$ cat src/verilog/gsrs_pkg.sv
// Shared constants and types for the gas sensor ready sequencer
package gsrs_pkg;
    // ==========================================================
    // Clock and timing figures
    localparam int CLK_HZ = 20_000_000;
    localparam int PERIOD_MS = 500;        // Ready pulse period
    localparam int PULSE_US = 16_500;      // Ready high width
    localparam int FIRST_MIN_MS = 800;     // Earliest first valid pulse
    localparam int SETUP_MS = 14;          // Host setup after falling edge
    localparam int LOW_MAX_MS = 100;       // Ready low from power-on, latest
    localparam int BAUD_RATE = 9600;
    localparam int PERIOD_CYC = CLK_HZ / 1000 * PERIOD_MS;
    localparam int PULSE_CYC = CLK_HZ / 1_000_000 * PULSE_US;
    localparam int FIRST_CYC = CLK_HZ / 1000 * FIRST_MIN_MS;
    localparam int SETUP_CYC = (CLK_HZ / 1000 * SETUP_MS + 0);
    localparam int LOW_MAX_CYC = CLK_HZ / 1000 * LOW_MAX_MS;
    localparam int BAUD_CYC = CLK_HZ / BAUD_RATE;   // Rounds down
    localparam int CNT_W = 24;
    localparam int STRAP_WAIT = 3;         // Cycles for pin synchroniser to fill
    // ==========================================================
    // Reset values and field widths
    localparam logic [7:0] FILT_MIN = 8'h01;
    localparam logic [15:0] DATA_RST = 16'h0000;
    localparam logic [16:0] ZERO_RST = 17'h00000;
    localparam int WARM_SHIFT = 4;         // Filter setting to warm-up samples
    // ==========================================================
    // Host commands
    typedef enum logic [1:0] {
        GSRS_CMD_READ = 2'h0,
        GSRS_CMD_SET_REF = 2'h1,
        GSRS_CMD_ZERO_KNOWN = 2'h2,
        GSRS_CMD_ZERO_N2 = 2'h3
    } gsrs_cmd_t;
    typedef struct packed {
        gsrs_cmd_t cmd;
        logic [15:0] data;
    } gsrs_req_t;
    typedef struct packed {
        logic [15:0] filtered;
        logic [15:0] raw;
    } gsrs_rsp_t;
    // Sequencer states
    typedef enum logic [2:0] {
        GSRS_ST_STRAP = 3'h1,
        GSRS_ST_WARM = 3'h2,
        GSRS_ST_RUN = 3'h4
    } gsrs_state_t;
endpackage : gsrs_pkg

$ cat src/verilog/gsrs_filter.sv
// First-order low-pass smoothing of the corrected measurement
`timescale 1ns/10ps
module gsrs_filter (
    input wire logic clock,
    input wire logic srst,
    input wire logic in_valid,
    input wire logic [15:0] in_data,
    input wire logic [7:0] setting,
    output logic [15:0] out_data
);
    // ==========================================================
    // Step toward the new sample by diff / setting
    logic [15:0] y_r;
    logic [15:0] y_nxt;
    logic [7:0] div;
    logic signed [17:0] diff;
    logic signed [17:0] step;
    // Setting 0 is treated as 1 so the divider never sees zero
    assign div = (setting < gsrs_pkg::FILT_MIN) ? gsrs_pkg::FILT_MIN : setting;
    assign diff = $signed({2'b00, in_data}) - $signed({2'b00, y_r});
    assign step = diff / $signed({10'h000, div});
    assign y_nxt = 16'($signed({2'b00, y_r}) + step);
    assign out_data = y_r;

    // Output register
    always_ff @(posedge clock) begin
        if (srst) begin
            y_r <= gsrs_pkg::DATA_RST;
        end else if (in_valid) begin
            y_r <= y_nxt;
        end
    end
endmodule : gsrs_filter

$ cat src/verilog/gsrs_seq.sv
// Power-on mode strap, measurement schedule, ready pulse and host access gate
`timescale 1ns/10ps
module gsrs_seq #(
    parameter int PER_CYC = gsrs_pkg::PERIOD_CYC,
    parameter int PUL_CYC = gsrs_pkg::PULSE_CYC,
    parameter int FST_CYC = gsrs_pkg::FIRST_CYC,
    parameter int SET_CYC = gsrs_pkg::SETUP_CYC
) (
    input wire logic clock,
    input wire logic srst,
    input wire logic bus_sel_n,
    input wire logic [15:0] sample_in,
    input wire logic [7:0] filt_setting,
    input wire logic req_valid,
    input wire gsrs_pkg::gsrs_req_t req,
    output logic req_ack,
    output gsrs_pkg::gsrs_rsp_t rsp,
    output logic mode_i2c,
    output logic ready,
    output logic host_open,
    output logic meas_strobe,
    output logic baud_tick
);
    // ==========================================================
    // Declarations
    localparam logic [gsrs_pkg::CNT_W-1:0] PER_LAST = gsrs_pkg::CNT_W'(PER_CYC - 1);
    localparam logic [gsrs_pkg::CNT_W-1:0] PUL_LAST = gsrs_pkg::CNT_W'(PUL_CYC - 1);
    localparam logic [gsrs_pkg::CNT_W-1:0] FST_LIM = gsrs_pkg::CNT_W'(FST_CYC);
    localparam logic [gsrs_pkg::CNT_W-1:0] SET_LIM = gsrs_pkg::CNT_W'(SET_CYC);
    localparam logic [11:0] BAUD_LAST = 12'(gsrs_pkg::BAUD_CYC - 1);
    localparam logic [1:0] STRAP_LAST = 2'(gsrs_pkg::STRAP_WAIT - 1);

    gsrs_pkg::gsrs_state_t st_r;
    gsrs_pkg::gsrs_state_t st_nxt;
    logic sel_s1_r;
    logic sel_s2_r;
    logic [1:0] strap_cnt_r;
    logic mode_i2c_r;
    logic [gsrs_pkg::CNT_W-1:0] per_cnt_r;
    logic [gsrs_pkg::CNT_W-1:0] elap_r;
    logic [gsrs_pkg::CNT_W-1:0] pul_cnt_r;
    logic [gsrs_pkg::CNT_W-1:0] set_cnt_r;
    logic [7:0] samp_cnt_r;
    logic ready_r;
    logic meas_strobe_r;
    logic first_done_r;
    logic [11:0] baud_cnt_r;
    logic baud_tick_r;
    logic [15:0] raw_r;
    logic [15:0] ref_ppm_r;
    logic signed [16:0] zero_r;
    gsrs_pkg::gsrs_rsp_t rsp_r;
    logic meas_tick;
    logic warm_met;
    logic pulse_start;
    logic pulse_end;
    logic accept;
    logic [7:0] warm_need;
    logic signed [17:0] corr_full;
    logic [15:0] corr;
    logic [15:0] filt_out;
    logic signed [16:0] known_off;

    // ==========================================================
    // Bus-select pin synchroniser and one-time strap
    always_ff @(posedge clock) begin
        if (srst) begin
            sel_s1_r <= 1'b1;
            sel_s2_r <= 1'b1;
        end else begin
            sel_s1_r <= bus_sel_n;
            sel_s2_r <= sel_s1_r;
        end
    end

    // Strap waits for the synchroniser to fill, then never looks again
    always_ff @(posedge clock) begin
        if (srst) begin
            strap_cnt_r <= 2'h0;
            mode_i2c_r <= 1'b0;
        end else if (st_r == gsrs_pkg::GSRS_ST_STRAP) begin
            strap_cnt_r <= strap_cnt_r + 2'h1;
            if (strap_cnt_r == STRAP_LAST) begin
                mode_i2c_r <= ~sel_s2_r;
            end
        end
    end

    // ==========================================================
    // Sequencer state
    assign meas_tick = (st_r != gsrs_pkg::GSRS_ST_STRAP) && (per_cnt_r == PER_LAST);
    assign warm_need = filt_setting >> gsrs_pkg::WARM_SHIFT;
    // Stronger filtering needs more settled samples before the first valid pulse
    assign warm_met = (elap_r >= FST_LIM) && (samp_cnt_r >= warm_need);
    assign pulse_start = meas_tick && (st_r == gsrs_pkg::GSRS_ST_RUN
        || (st_r == gsrs_pkg::GSRS_ST_WARM && warm_met));
    assign pulse_end = ready_r && (pul_cnt_r == PUL_LAST);

    always_comb begin
        st_nxt = st_r;
        unique case (st_r)
            gsrs_pkg::GSRS_ST_STRAP: begin
                if (strap_cnt_r == STRAP_LAST) begin
                    st_nxt = gsrs_pkg::GSRS_ST_WARM;
                end
            end
            gsrs_pkg::GSRS_ST_WARM: begin
                if (pulse_start) begin
                    st_nxt = gsrs_pkg::GSRS_ST_RUN;
                end
            end
            gsrs_pkg::GSRS_ST_RUN: begin
                st_nxt = gsrs_pkg::GSRS_ST_RUN;
            end
            default: begin
                st_nxt = gsrs_pkg::GSRS_ST_STRAP;
            end
        endcase
    end

    always_ff @(posedge clock) begin
        if (srst) begin
            st_r <= gsrs_pkg::GSRS_ST_STRAP;
        end else begin
            st_r <= st_nxt;
        end
    end

    // ==========================================================
    // Measurement period counter free running in both modes; warm-up counters stop at their limits
    always_ff @(posedge clock) begin
        if (srst || st_r == gsrs_pkg::GSRS_ST_STRAP) begin
            per_cnt_r <= '0;
            elap_r <= '0;
            samp_cnt_r <= 8'h00;
        end else begin
            per_cnt_r <= meas_tick ? '0 : per_cnt_r + 1'b1;
            if (elap_r < FST_LIM) begin
                elap_r <= elap_r + 1'b1;
            end
            if (meas_tick && samp_cnt_r != 8'hFF) begin
                samp_cnt_r <= samp_cnt_r + 8'h01;
            end
        end
    end

    // Ready pulse; low from reset so it is low far inside the power-on limit
    always_ff @(posedge clock) begin
        if (srst) begin
            ready_r <= 1'b0;
            pul_cnt_r <= '0;
            first_done_r <= 1'b0;
            meas_strobe_r <= 1'b0;
        end else begin
            meas_strobe_r <= meas_tick;
            if (pulse_start) begin
                ready_r <= 1'b1;
                pul_cnt_r <= '0;
                first_done_r <= 1'b1;
            end else if (pulse_end) begin
                ready_r <= 1'b0;
            end else if (ready_r) begin
                pul_cnt_r <= pul_cnt_r + 1'b1;
            end
        end
    end

    // Setup window after the falling edge, shown to the host as host_open
    always_ff @(posedge clock) begin
        if (srst || ready_r) begin
            set_cnt_r <= '0;
        end else if (first_done_r && set_cnt_r < SET_LIM) begin
            set_cnt_r <= set_cnt_r + 1'b1;
        end
    end

    // ==========================================================
    // UART bit-rate enable, fixed, only in UART mode
    always_ff @(posedge clock) begin
        if (srst || mode_i2c_r || st_r == gsrs_pkg::GSRS_ST_STRAP) begin
            baud_cnt_r <= 12'h000;
            baud_tick_r <= 1'b0;
        end else begin
            baud_tick_r <= (baud_cnt_r == BAUD_LAST);
            baud_cnt_r <= (baud_cnt_r == BAUD_LAST) ? 12'h000 : baud_cnt_r + 12'h001;
        end
    end

    // ==========================================================
    // Zero correction, filtering and sample capture
    assign corr_full = $signed({2'b00, sample_in}) - 18'(zero_r);
    assign corr = corr_full[17] ? 16'h0000 : (corr_full[16] ? 16'hFFFF : corr_full[15:0]);
    assign known_off = $signed({1'b0, raw_r}) - $signed({1'b0, ref_ppm_r});

    gsrs_filter u_filter (
        .clock(clock),
        .srst(srst),
        .in_valid(meas_tick),
        .in_data(corr),
        .setting(filt_setting),
        .out_data(filt_out)
    );

    always_ff @(posedge clock) begin
        if (srst) begin
            raw_r <= gsrs_pkg::DATA_RST;
        end else if (meas_tick) begin
            raw_r <= corr;
        end
    end

    // ==========================================================
    // Host access gate; the host is trusted to honour the setup delay
    assign accept = req_valid && first_done_r && !ready_r;
    assign req_ack = accept;
    assign host_open = first_done_r && !ready_r && (set_cnt_r >= SET_LIM);

    // Commands; each zero adds its offset to the previous one, never overwrites it
    always_ff @(posedge clock) begin
        if (srst) begin
            ref_ppm_r <= gsrs_pkg::DATA_RST;
            zero_r <= gsrs_pkg::ZERO_RST;
            rsp_r <= '0;
        end else if (accept) begin
            rsp_r.filtered <= filt_out;
            rsp_r.raw <= raw_r;
            unique case (req.cmd)
                gsrs_pkg::GSRS_CMD_SET_REF: ref_ppm_r <= req.data;
                gsrs_pkg::GSRS_CMD_ZERO_KNOWN: zero_r <= zero_r + known_off;
                gsrs_pkg::GSRS_CMD_ZERO_N2: zero_r <= zero_r + $signed({1'b0, raw_r});
                gsrs_pkg::GSRS_CMD_READ: ref_ppm_r <= ref_ppm_r;
            endcase
        end
    end

    assign rsp = rsp_r;
    assign mode_i2c = mode_i2c_r;
    assign ready = ready_r;
    assign meas_strobe = meas_strobe_r;
    assign baud_tick = baud_tick_r;

    // ==========================================================
    // Check helper: cycles since the last pulse start, so the period
    // can be checked without a long repetition in a property
    logic [gsrs_pkg::CNT_W-1:0] chk_gap_r;
    logic chk_seen_r;

    // Saturates rather than wraps, so a stalled schedule cannot look right
    always_ff @(posedge clock) begin
        if (srst) begin
            chk_gap_r <= '0;
            chk_seen_r <= 1'b0;
        end else if (pulse_start) begin
            chk_gap_r <= '0;
            chk_seen_r <= 1'b1;
        end else if (chk_gap_r != '1) begin
            chk_gap_r <= chk_gap_r + 1'b1;
        end
    end
endmodule : gsrs_seq

$ cat config.mk
export PLATFORM = sky130hd
export DESIGN_NAME = gsrs_seq
export DESIGN_NICKNAME = d
export VERILOG_FILES = /design/src/verilog/gsrs_pkg.sv /design/src/verilog/gsrs_filter.sv /design/src/verilog/gsrs_seq.sv
export SDC_FILE = /design/constraint.sdc
export NUM_CORES = 1
export LEC_CHECK = 0
export CORE_MARGIN = 2
export CORE_UTILIZATION = 55
export CTS_CLUSTER_DIAMETER = 200
export DETAILED_ROUTE_END_ITERATION = 8
export DONT_BUFFER_PORTS = 1
export PLACE_DENSITY_LB_ADDON = 0.05
export SKIP_CTS_REPAIR_TIMING = 1
export SYNTH_ARGS = -nofsm -noshare
export SYNTH_HDL_FRONTEND = slang
export SYNTH_SLANG_ARGS = --single-unit
export TNS_END_PERCENT = 20
$ cat constraint.sdc
create_clock -name clock -period 51.7 [get_ports clock]
set_input_delay 10.34 -clock clock [delete_from_list [all_inputs] [get_ports clock]]
set_output_delay 10.34 -clock clock [all_outputs]
set_load 0.01 [all_outputs]
Yosys cells after proc, flatten, opt, wreduce, memory -nomap -nowiden

Cells that the tools add are included.

Bits of input ports: 46
Logic and storage cells: 93
Register bits after elaboration: 225

Order comparisons: 6
Equality and inequality tests: 14
Div/mod/pow operators: 1
Bitwise operators: 2
Mux-type cells: 9
$add $sub $neg: 13
Reductions and logical operators: 27

Operator list:

| kind                    | number |
|---|---|
| $add A24 B1 Y24 const B | 4 |
| $add A17 B17 Y17        | 2 |
| $pmux W17 S2            | 1 |
| $sub A16 B16 Y17        | 2 |
| $mux W16                | 2 |
| $eq A24 B19 Y1 const B  | 1 |
| $eq A24 B24 Y1 const B  | 1 |
| $ge A24 B19 Y1 const B  | 1 |
| $ge A24 B24 Y1 const B  | 1 |
| $lt A24 B19 Y1 const B  | 1 |
| $lt A24 B24 Y1 const B  | 1 |
| $div A18 B9 Y18         | 1 |
| $sub A17 B17 Y18        | 1 |
| $add A16 B16 Y16        | 1 |
| $add A12 B1 Y12 const B | 1 |
| $eq A12 B12 Y1 const B  | 1 |
| $logic_and A1 B1 Y1     | 11 |
| $reduce_and A2 Y1       | 5 |
| $pmux W3 S3             | 1 |
| $add A8 B1 Y8 const B   | 1 |
| $ge A8 B4 Y1            | 1 |
| $lt A8 B1 Y1 const B    | 1 |
| $mux W8                 | 1 |
| $ne A8 B8 Y1 const B    | 1 |
| other kinds (15)        | 28 |

Depth between registers and ports, before layout

Gate-level depths: netlist (run 1).

Word-level depth: 7
Gate-level depth with buffers: 249
Gate-level depth less buffers: 234

Modules after synthesis

From an unflattened synthesis (run 1), not the netlist that was laid out.

Cells, all modules: 2822
Area total of the unflattened synthesis: 21375.5 um^2

By module, submodules not included:

| module      | area an instance (um^2) | cells each | times used | seq. area each (um^2) |
|---|---|---|---|---|
| gsrs_seq    | 11532.3                 | 1421       | 1          | 4184.0 |
| gsrs_filter | 9843.2                  | 1401       | 1          | 320.3 |

Worst setup path before layout (run 1)

OpenSTA, ideal clock, no wires.

Kind: input to register
From: in sample_in[0]
To: reg u_filter.y_r[15], in the netlist u_filter.out_data[15]
Arrival: 54.836 ns
Stages on the path: 241
Slack: -3.259 ns
Buffers on the path: 20
Setup time: 0.123 ns
Cell sequence: inv_1 -> ha_1 -> fa_1 -> nor2b_1 -> o21ai_0 -> nand2b_1 -> and2_1 -> o21ai_0 -> nand2b_1 -> a21o_1 -> a21o_1 -> a21o_1 -> a21o_1 -> a21o_1 -> a21o_1 -> a21o_1 -> a21o_1 -> a21o_1 -> [205 not listed] -> o21bai_1 -> a21oi_1 -> o21bai_1 -> a21oi_1 -> o21bai_1 -> a21oi_1 -> o21bai_1 -> a21oi_1 -> o21bai_1 -> a21oi_1 -> o21bai_1 -> a21oi_1 -> xnor2_1 -> nand3b_1 -> nor2_1 -> a311oi_1 -> o211ai_1 -> mux2_1

Longest elaborated chain between the ends: 6

Ends and longest elaborated chain:

| what                 | RTL line          | RTL |
|---|---|---|
| start, declared      | gsrs_seq.sv:12    | `input wire logic [15:0] sample_in,` |
| $sub A17 B17 Y18 *   | gsrs_seq.sv:191   | `assign corr_full = $signed({2'b00, sample_in}) - 18'(zero_r);` |
| $mux W16             | gsrs_seq.sv:192   | `assign corr = corr_full[17] ? 16'h0000 : (corr_full[16] ? 16'hFFFF : corr_full[15:0]);` |
| $mux W16 *           | gsrs_seq.sv:192   |  |
| named net corr[9]    | gsrs_seq.sv:60    | `logic [15:0] corr;` |
| $sub A16 B16 Y17 *   | gsrs_filter.sv:20 | `assign diff = $signed({2'b00, in_data}) - $signed({2'b00, y_r});` |
| $div A18 B9 Y18 *    | gsrs_filter.sv:21 | `assign step = diff / $signed({10'h000, div});` |
| $add A16 B16 Y16 *   | gsrs_filter.sv:22 | `assign y_nxt = 16'($signed({2'b00, y_r}) + step);` |
| end signal, assigned | gsrs_filter.sv:28 | `y_r <= gsrs_pkg::DATA_RST;` |
| end signal, assigned | gsrs_filter.sv:30 | `y_r <= y_nxt;` |
| end, declared        | gsrs_filter.sv:13 | `logic [15:0] y_r;` |

The timed path passes the listed nets; every way through them passes the cells marked *.
A chain may end at the register's enable or synchronous reset.

Worst setup path after layout (run 1)

From: in sample_in[1]
To: reg u_filter.y_r[15], in the netlist u_filter.out_data[15]

Longest elaborated chain between the ends: 6

Ends and longest elaborated chain:

| what               | RTL line |
|---|---|
| $sub A17 B17 Y18 * | gsrs_seq.sv:191 |
| $mux W16           | gsrs_seq.sv:192 |
| $mux W16 *         | gsrs_seq.sv:192 |
| $sub A16 B16 Y17 * | gsrs_filter.sv:20 |
| $div A18 B9 Y18 *  | gsrs_filter.sv:21 |
| $add A16 B16 Y16 * | gsrs_filter.sv:22 |

Every way passes the cells marked *; elsewhere a longest branch is shown, timed or not.

==> results of run 1 <==
[through the flow]
stage	TNS (ns)	utilization, %	std cells	hold slack, ns	setup slack [ns]
final	0	67.8	3542	0.404	0.170
after global routing	-5.19	67.8	3541	0.421	-1.85
after detailed placement	-4.64	61.0	3387	0.394	-1.62
after floorplan	0	-	2800	0.389	0.0181
after CTS	-2.46	62.8	3422	0.410	-1.24
after global placement	-0.272	61.0	3387	0.394	-0.272
[worst max-delay path: cells and delay by family]
family	cells	cell delay (ns)
buffers and inverters	9	1.09
AND/OR/NAND/NOR	59	9.20
multiplexers	6	1.41
adder cells (fa/ha/maj)	22	5.90
AO/OA/AOI/OAI	128	23.54
XOR/XNOR	2	0.35
[final cells by class]
type	instances	share of cell area (%)
timing repair buffer	289	8.64
antenna	1	0.00977
sequential	225	17.6
clock inverter	6	0.293
clock buffer	29	2.37
multi-input combinational	2312	66.1
tap	511	2.50
inverter	169	2.48
[flip-flops by register name, indices dropped and copies added (netlist names), 17 cells and up]
signal and cells:
per_cnt_r 24, rsp 32, elap_r 24, pul_cnt_r 24, zero_r 17, set_cnt_r 24
[worst paths after layout]
kind | end | from | cells past startpoint
max | u_filter.out_data[15]$_SDFFE_PP0P_ | sample_in[1] | 226
min | sel_s2_r$_SDFF_PP1_ | sel_s1_r$_SDFF_PP1_ | 1
max reg2reg | u_filter.out_data[15]$_SDFFE_PP0P_ | zero_r[1]$_SDFFE_PP0P_ | 227
min reg2reg | sel_s2_r$_SDFF_PP1_ | sel_s1_r$_SDFF_PP1_ | 1
[logic make-up (layout without fill, tap and decap cells)]
| group | count (synthesis) | count (layout) |
|---|---|---|
| adders and majority gates | 234 | 234 |
| muxes | 48 | 48 |
| xor gates and xnor gates | 214 | 214 |
| other | 1 | 2 |
| AOI/OAI and AO/OA | 713 | 713 |
| buffers and inverters | 263 | 493 |
| and+or+nand+nor | 1102 | 1102 |
| DFF | 225 | 225 |
[synthesized netlist by cell type, types with 26 or more instances]
| library cell | n | area (um^2) |
|---|---|---|
| inv_1 | 168 | 631 |
| nand2b_1 | 38 | 238 |
| clkbuf_1 | 72 | 270 |
| o21ai_0 | 98 | 490 |
| dfxtp_1 | 225 | 4500 |
| xnor2_1 | 108 | 946 |
| nand4_1 | 33 | 206 |
| xor2_1 | 106 | 928 |
| a21o_1 | 55 | 413 |
| and3_1 | 39 | 244 |
| nand3_1 | 74 | 370 |
| ha_1 | 214 | 2680 |
| o21a_1 | 68 | 510 |
| o31ai_1 | 34 | 255 |
| nor2b_1 | 26 | 163 |
| and2_1 | 42 | 263 |
| nand2_1 | 325 | 1220 |
| nor2_1 | 308 | 1160 |
| nor3_1 | 88 | 440 |
| a21oi_1 | 222 | 1110 |
[placed cells by master, fill, tap and decap left out, types with 25 or more instances in the layout]
cell and count:
nand2_1 314, nor2_1 288, buf_4 272, dfxtp_1 225
ha_1 192, a21oi_1 180, inv_1 167, xnor2_1 107
xor2_1 106, o21ai_0 81, nor3_1 80, nand3_1 71
o21a_1 65, a21o_1 55, and3_1 37, and2_1 36
nand2b_1 35, nand4_1 33, a21oi_2 31, nor2b_1 25
o31ai_1 25
[per-layer routing]
metal	wire length [um]	share of wire (%)
met4	2270	3.6
met3	2960	4.7
met5	0	0
met2	29400	47
met1	28100	45
==> metrics.csv, run 1 <==
metric,value,unit
synth-main-ff-cell,dfxtp_1,
clock_skew,0.0171,ns
cts_tree,built,
crit_path_max_incr_delay,0.52,ns
setup-violations-final,0,
ant_nets,0,
crit_fanout,7,
drt_pass1_iterations,5,
min_period,51.53,ns
dieArea,40100,um^2
drv_slew,0,
cts_sinks,225,
totalWireLength,62.8,mm
yosysUniqueCellTypes,109,
gp_congestion,0.949,
htree_levels,1,
final_hold_viol_count,0,
gr-usage-met3,2.26,%
num-fill-cells,3263,
fin_crit_sh,99.7,%
synth_seq_cells,225,
status,completed,
synth_compound_area_share,22.9,%
cp-start-kind,input pin,
core.rowCount,71,
required,52.13,ns
yosys_warnings,0,
core_area,37800,um^2
synthCells,2800,
hp-class,reg -> reg,
synth_adder_area_share,14.5,%
met1_usage,38.2,%
arrival,51.96,ns
final_area,25600,um^2
synth-edff-count,0,
crit_type,in -> reg,
r2r_slack,9.44,ns
numCtsBuffers,23,
synth.avg_cell_area,7.56,um^2
post_dp_cell_area,23000,um^2
slew_headroom,14.0,%
viasPerCell,5.96,
grt_pass1_wl,97.0,mm
grt_overflow,0,
clkLatencyLatePin,0.54,ns
multiInputGateArea,16900,um^2
antenna_found_initial,1,
route.detailed.drc,0,
synthSimpleGateAreaFrac,25.1,%
grt_use_met2,49.1,%
grt.busiest_layer,met2,
regArea,4500,um^2
wire_per_inst,17.7,um
initial_core_util,56.1,%
syn2layout_area_growth,21.0,%
post-dp-hpwl,46.8,mm
synth_top_family_by_area,simple AND/OR/NAND/NOR gates,
ios,84,
synthXorXnorAreaFrac,8.85,%
synth-async-reset-ratio,0,%
drt_iter0_drc,1255,
clk_path_buf_depth,3,
grt_pass1_vias,19200,
portBuffers,0,
netlist_area,21200,um^2
cts-root-buf,clkbuf_16,
rsz0062_at_grt,yes,
clkSlewWorstSetupHoldPaths,0.06,ns
grt_max_degree,114,
track_usage,28.7,%
cp_slowest_cell,or4b_1,
tightest_slew,1.29,ns
path_common_cell,o21a_1,
drive_above_1_share,19.6,%
vias,21100,
max_freq,0.0194,GHz
synth_nets,3080,
max_cap_violations,0,
die_x,200,um
synth-seq-area-share,21.3,%
synthMuxAreaShare,2.49,%
final_nets,3300,
cp-end-kind,register,
die_h,200,um
Power of run 1 is left out: the tool's default activity adds up to more than one toggle a clock period on the data nets, which glitch-free logic cannot reach.
==> inputs of run 2 (changes only) <==
--- a/config.mk
+++ b/config.mk
@@ -10,7 +10,7 @@
 export CTS_CLUSTER_DIAMETER = 200
 export DETAILED_ROUTE_END_ITERATION = 8
 export DONT_BUFFER_PORTS = 1
-export PLACE_DENSITY_LB_ADDON = 0.05
+export PLACE_DENSITY_LB_ADDON = 0.12
 export SKIP_CTS_REPAIR_TIMING = 1
 export SYNTH_ARGS = -nofsm -noshare
 export SYNTH_HDL_FRONTEND = slang
==> metrics.csv, run 2 (same netlist as run 1, synthesis figures left out) <==
metric,value,unit,change
mostFrequentLayoutCell,nand2_1,,
path_common_cell,o21a_1,,
track_usage,29.0,%,+0.31 points
antenna_found_initial,1,,unchanged
required,52.11,ns,-0.02 ns
tightest_slew,1.12,ns,-0.164 ns
clkSlewWorstSetupHoldPaths,0.06,ns,about the same
wire_per_inst,17.7,um,+0.16%
largest_reg_flops,32,,unchanged
setup-violations-final,0,,unchanged
final_hold_viol_count,0,,unchanged
grt_overflow,0,,unchanged
initial_core_util,56.1,%,unchanged
drt_iter0_drc,1431,,+14%
core.rowCount,71,,unchanged
final_nets,3259,,-1.2%
route.detailed.drc,0,,unchanged
vias,20900,,-1.2%
totalWireLength,62.2,mm,-0.86%
gp_congestion,0.947,,-0.20%
cp-end-kind,register,,
hp-class,reg -> reg,,
crit_type,in -> reg,,
pre_cts_slack,-1.51,ns,+0.111 ns
numCtsBuffers,23,,unchanged
crit_fanout,8,,+1
fin_crit_sh,99.4,%,-0.23 points
final_area,25300,um^2,-1.2%
crit_buf_inv,10,,+1
cts-root-buf,clkbuf_16,,
die_h,200,um,unchanged
num-fill-cells,3200,,-1.9%
post-dp-hpwl,47.1,mm,+0.64%
setup_ws,0.286,ns,+0.117 ns
clock_skew,0.00891,ns,-0.00819 ns
cp-start-kind,input pin,,
crit_path_max_incr_delay,0.48,ns,-0.04 ns
status,completed,,
drv_slew,0,,unchanged
min_period,51.41,ns,-0.117 ns
rsz0062_at_grt,yes,,
max_cap_violations,0,,unchanged
cts_tree,built,,
core_area,37800,um^2,unchanged
drt_pass1_iterations,5,,unchanged
viasPerCell,5.95,,-0.14%
die_x,200,um,unchanged
ios,84,,unchanged
syn2layout_area_growth,19.5,%,
cts_sinks,225,,unchanged
max_freq,0.0195,GHz,+0.23%
htree_levels,1,,unchanged
insertedDiodeCount,0,,-1
grt_pass1_vias,19500,,+1.7%
post_dp_cell_area,22900,um^2,-0.65%
grt_pass1_wl,97.5,mm,+0.56%
arrival,51.83,ns,-0.13 ns
ant_nets,0,,unchanged
clk_path_buf_depth,3,,unchanged
slew_headroom,24.7,%,+11 points
dieArea,40100,um^2,unchanged
critPathTopFamily,compound AO/OA/AOI/OAI gates,,
drive_above_1_share,17.9,%,-1.7 points
grt_max_degree,114,,unchanged
portBuffers,0,,unchanged
clkLatencyLatePin,0.53,ns,about the same
cp_slowest_cell,or4b_1,,
most-common-layout-cells,"nand2_1, nor2_1, buf_4, dfxtp_1, ha_1",,
## run 2: changes by cell type in the layout (fill, tap and decap cells not counted), sizes merged
| cell | before | now |
|---|---|---|
| bufinv | 1 | 3 |
| buf | 289 | 248 |
| clkinv | 3 | 7 |
| diode | 1 | 0 |
## run 2: worst reg2reg max path, delay by kind of cell, from the launching register on
| kind | cells | cell delay (ns) |
|---|---|---|
| AOI/OAI and AO/OA | 126 | 22.80 |
| xor gates and xnor gates | 2 | 0.32 |
| adders and majority gates | 21 | 5.91 |
| buffers and inverters | 11 | 1.61 |
| DFF | 1 | 0.38 |
| muxes | 5 | 1.32 |
| and+or+nand+nor | 63 | 9.79 |
## run 2: area by class of cell
class,instances,area (um^2),area share [%]
flip-flops and latches,225,4500,17.8
multi-input cells,2312,16800,66.4
repair buffers,248,1890,7.49
clock inverters,12,159,0.628
inverters,169,634,2.51
well taps,511,639,2.53
clock buffers,29,658,2.60
## run 2: final timing paths
kind | startpoint | slack, ns | to | cells after the start
worst min register to register | sel_s1_r$_SDFF_PP1_ | 0.42 | sel_s2_r$_SDFF_PP1_ | 1
worst max-delay path | sample_in[1] | 0.29 | u_filter.out_data[15]$_SDFFE_PP0P_ | 227
worst max register to register | zero_r[1]$_SDFFE_PP0P_ | 9.55 | u_filter.out_data[15]$_SDFFE_PP0P_ | 228
worst min-delay path | sel_s1_r$_SDFF_PP1_ | 0.42 | sel_s2_r$_SDFF_PP1_ | 1
## run 2: metrics by stage
stage | setup TNS, ns | instances | util [%] | hold WS [ns]
after global placement | -0.277 | 3367 | 60.6 | 0.401
final | 0 | 3506 | 67.0 | 0.415
after global routing | -4.52 | 3506 | 67.0 | 0.441
after detailed placement | -3.80 | 3367 | 60.6 | 0.407
after CTS | -1.79 | 3408 | 62.8 | 0.422
after floorplan | 0 | 2800 | - | 0.389
## run 2: routing by layer
layer / vias up / GRT usage (%) / routed length [um]
li1: 10300 / - / -
met1: 9840 / 37.9 / 27800
met2: 579 / 50.6 / 29600
met3: 121 / 2.81 / 3120
met4: 0 / 8.56 / 1730
met5: - / 0 / 0
Power of run 2 is left out for the same reason.
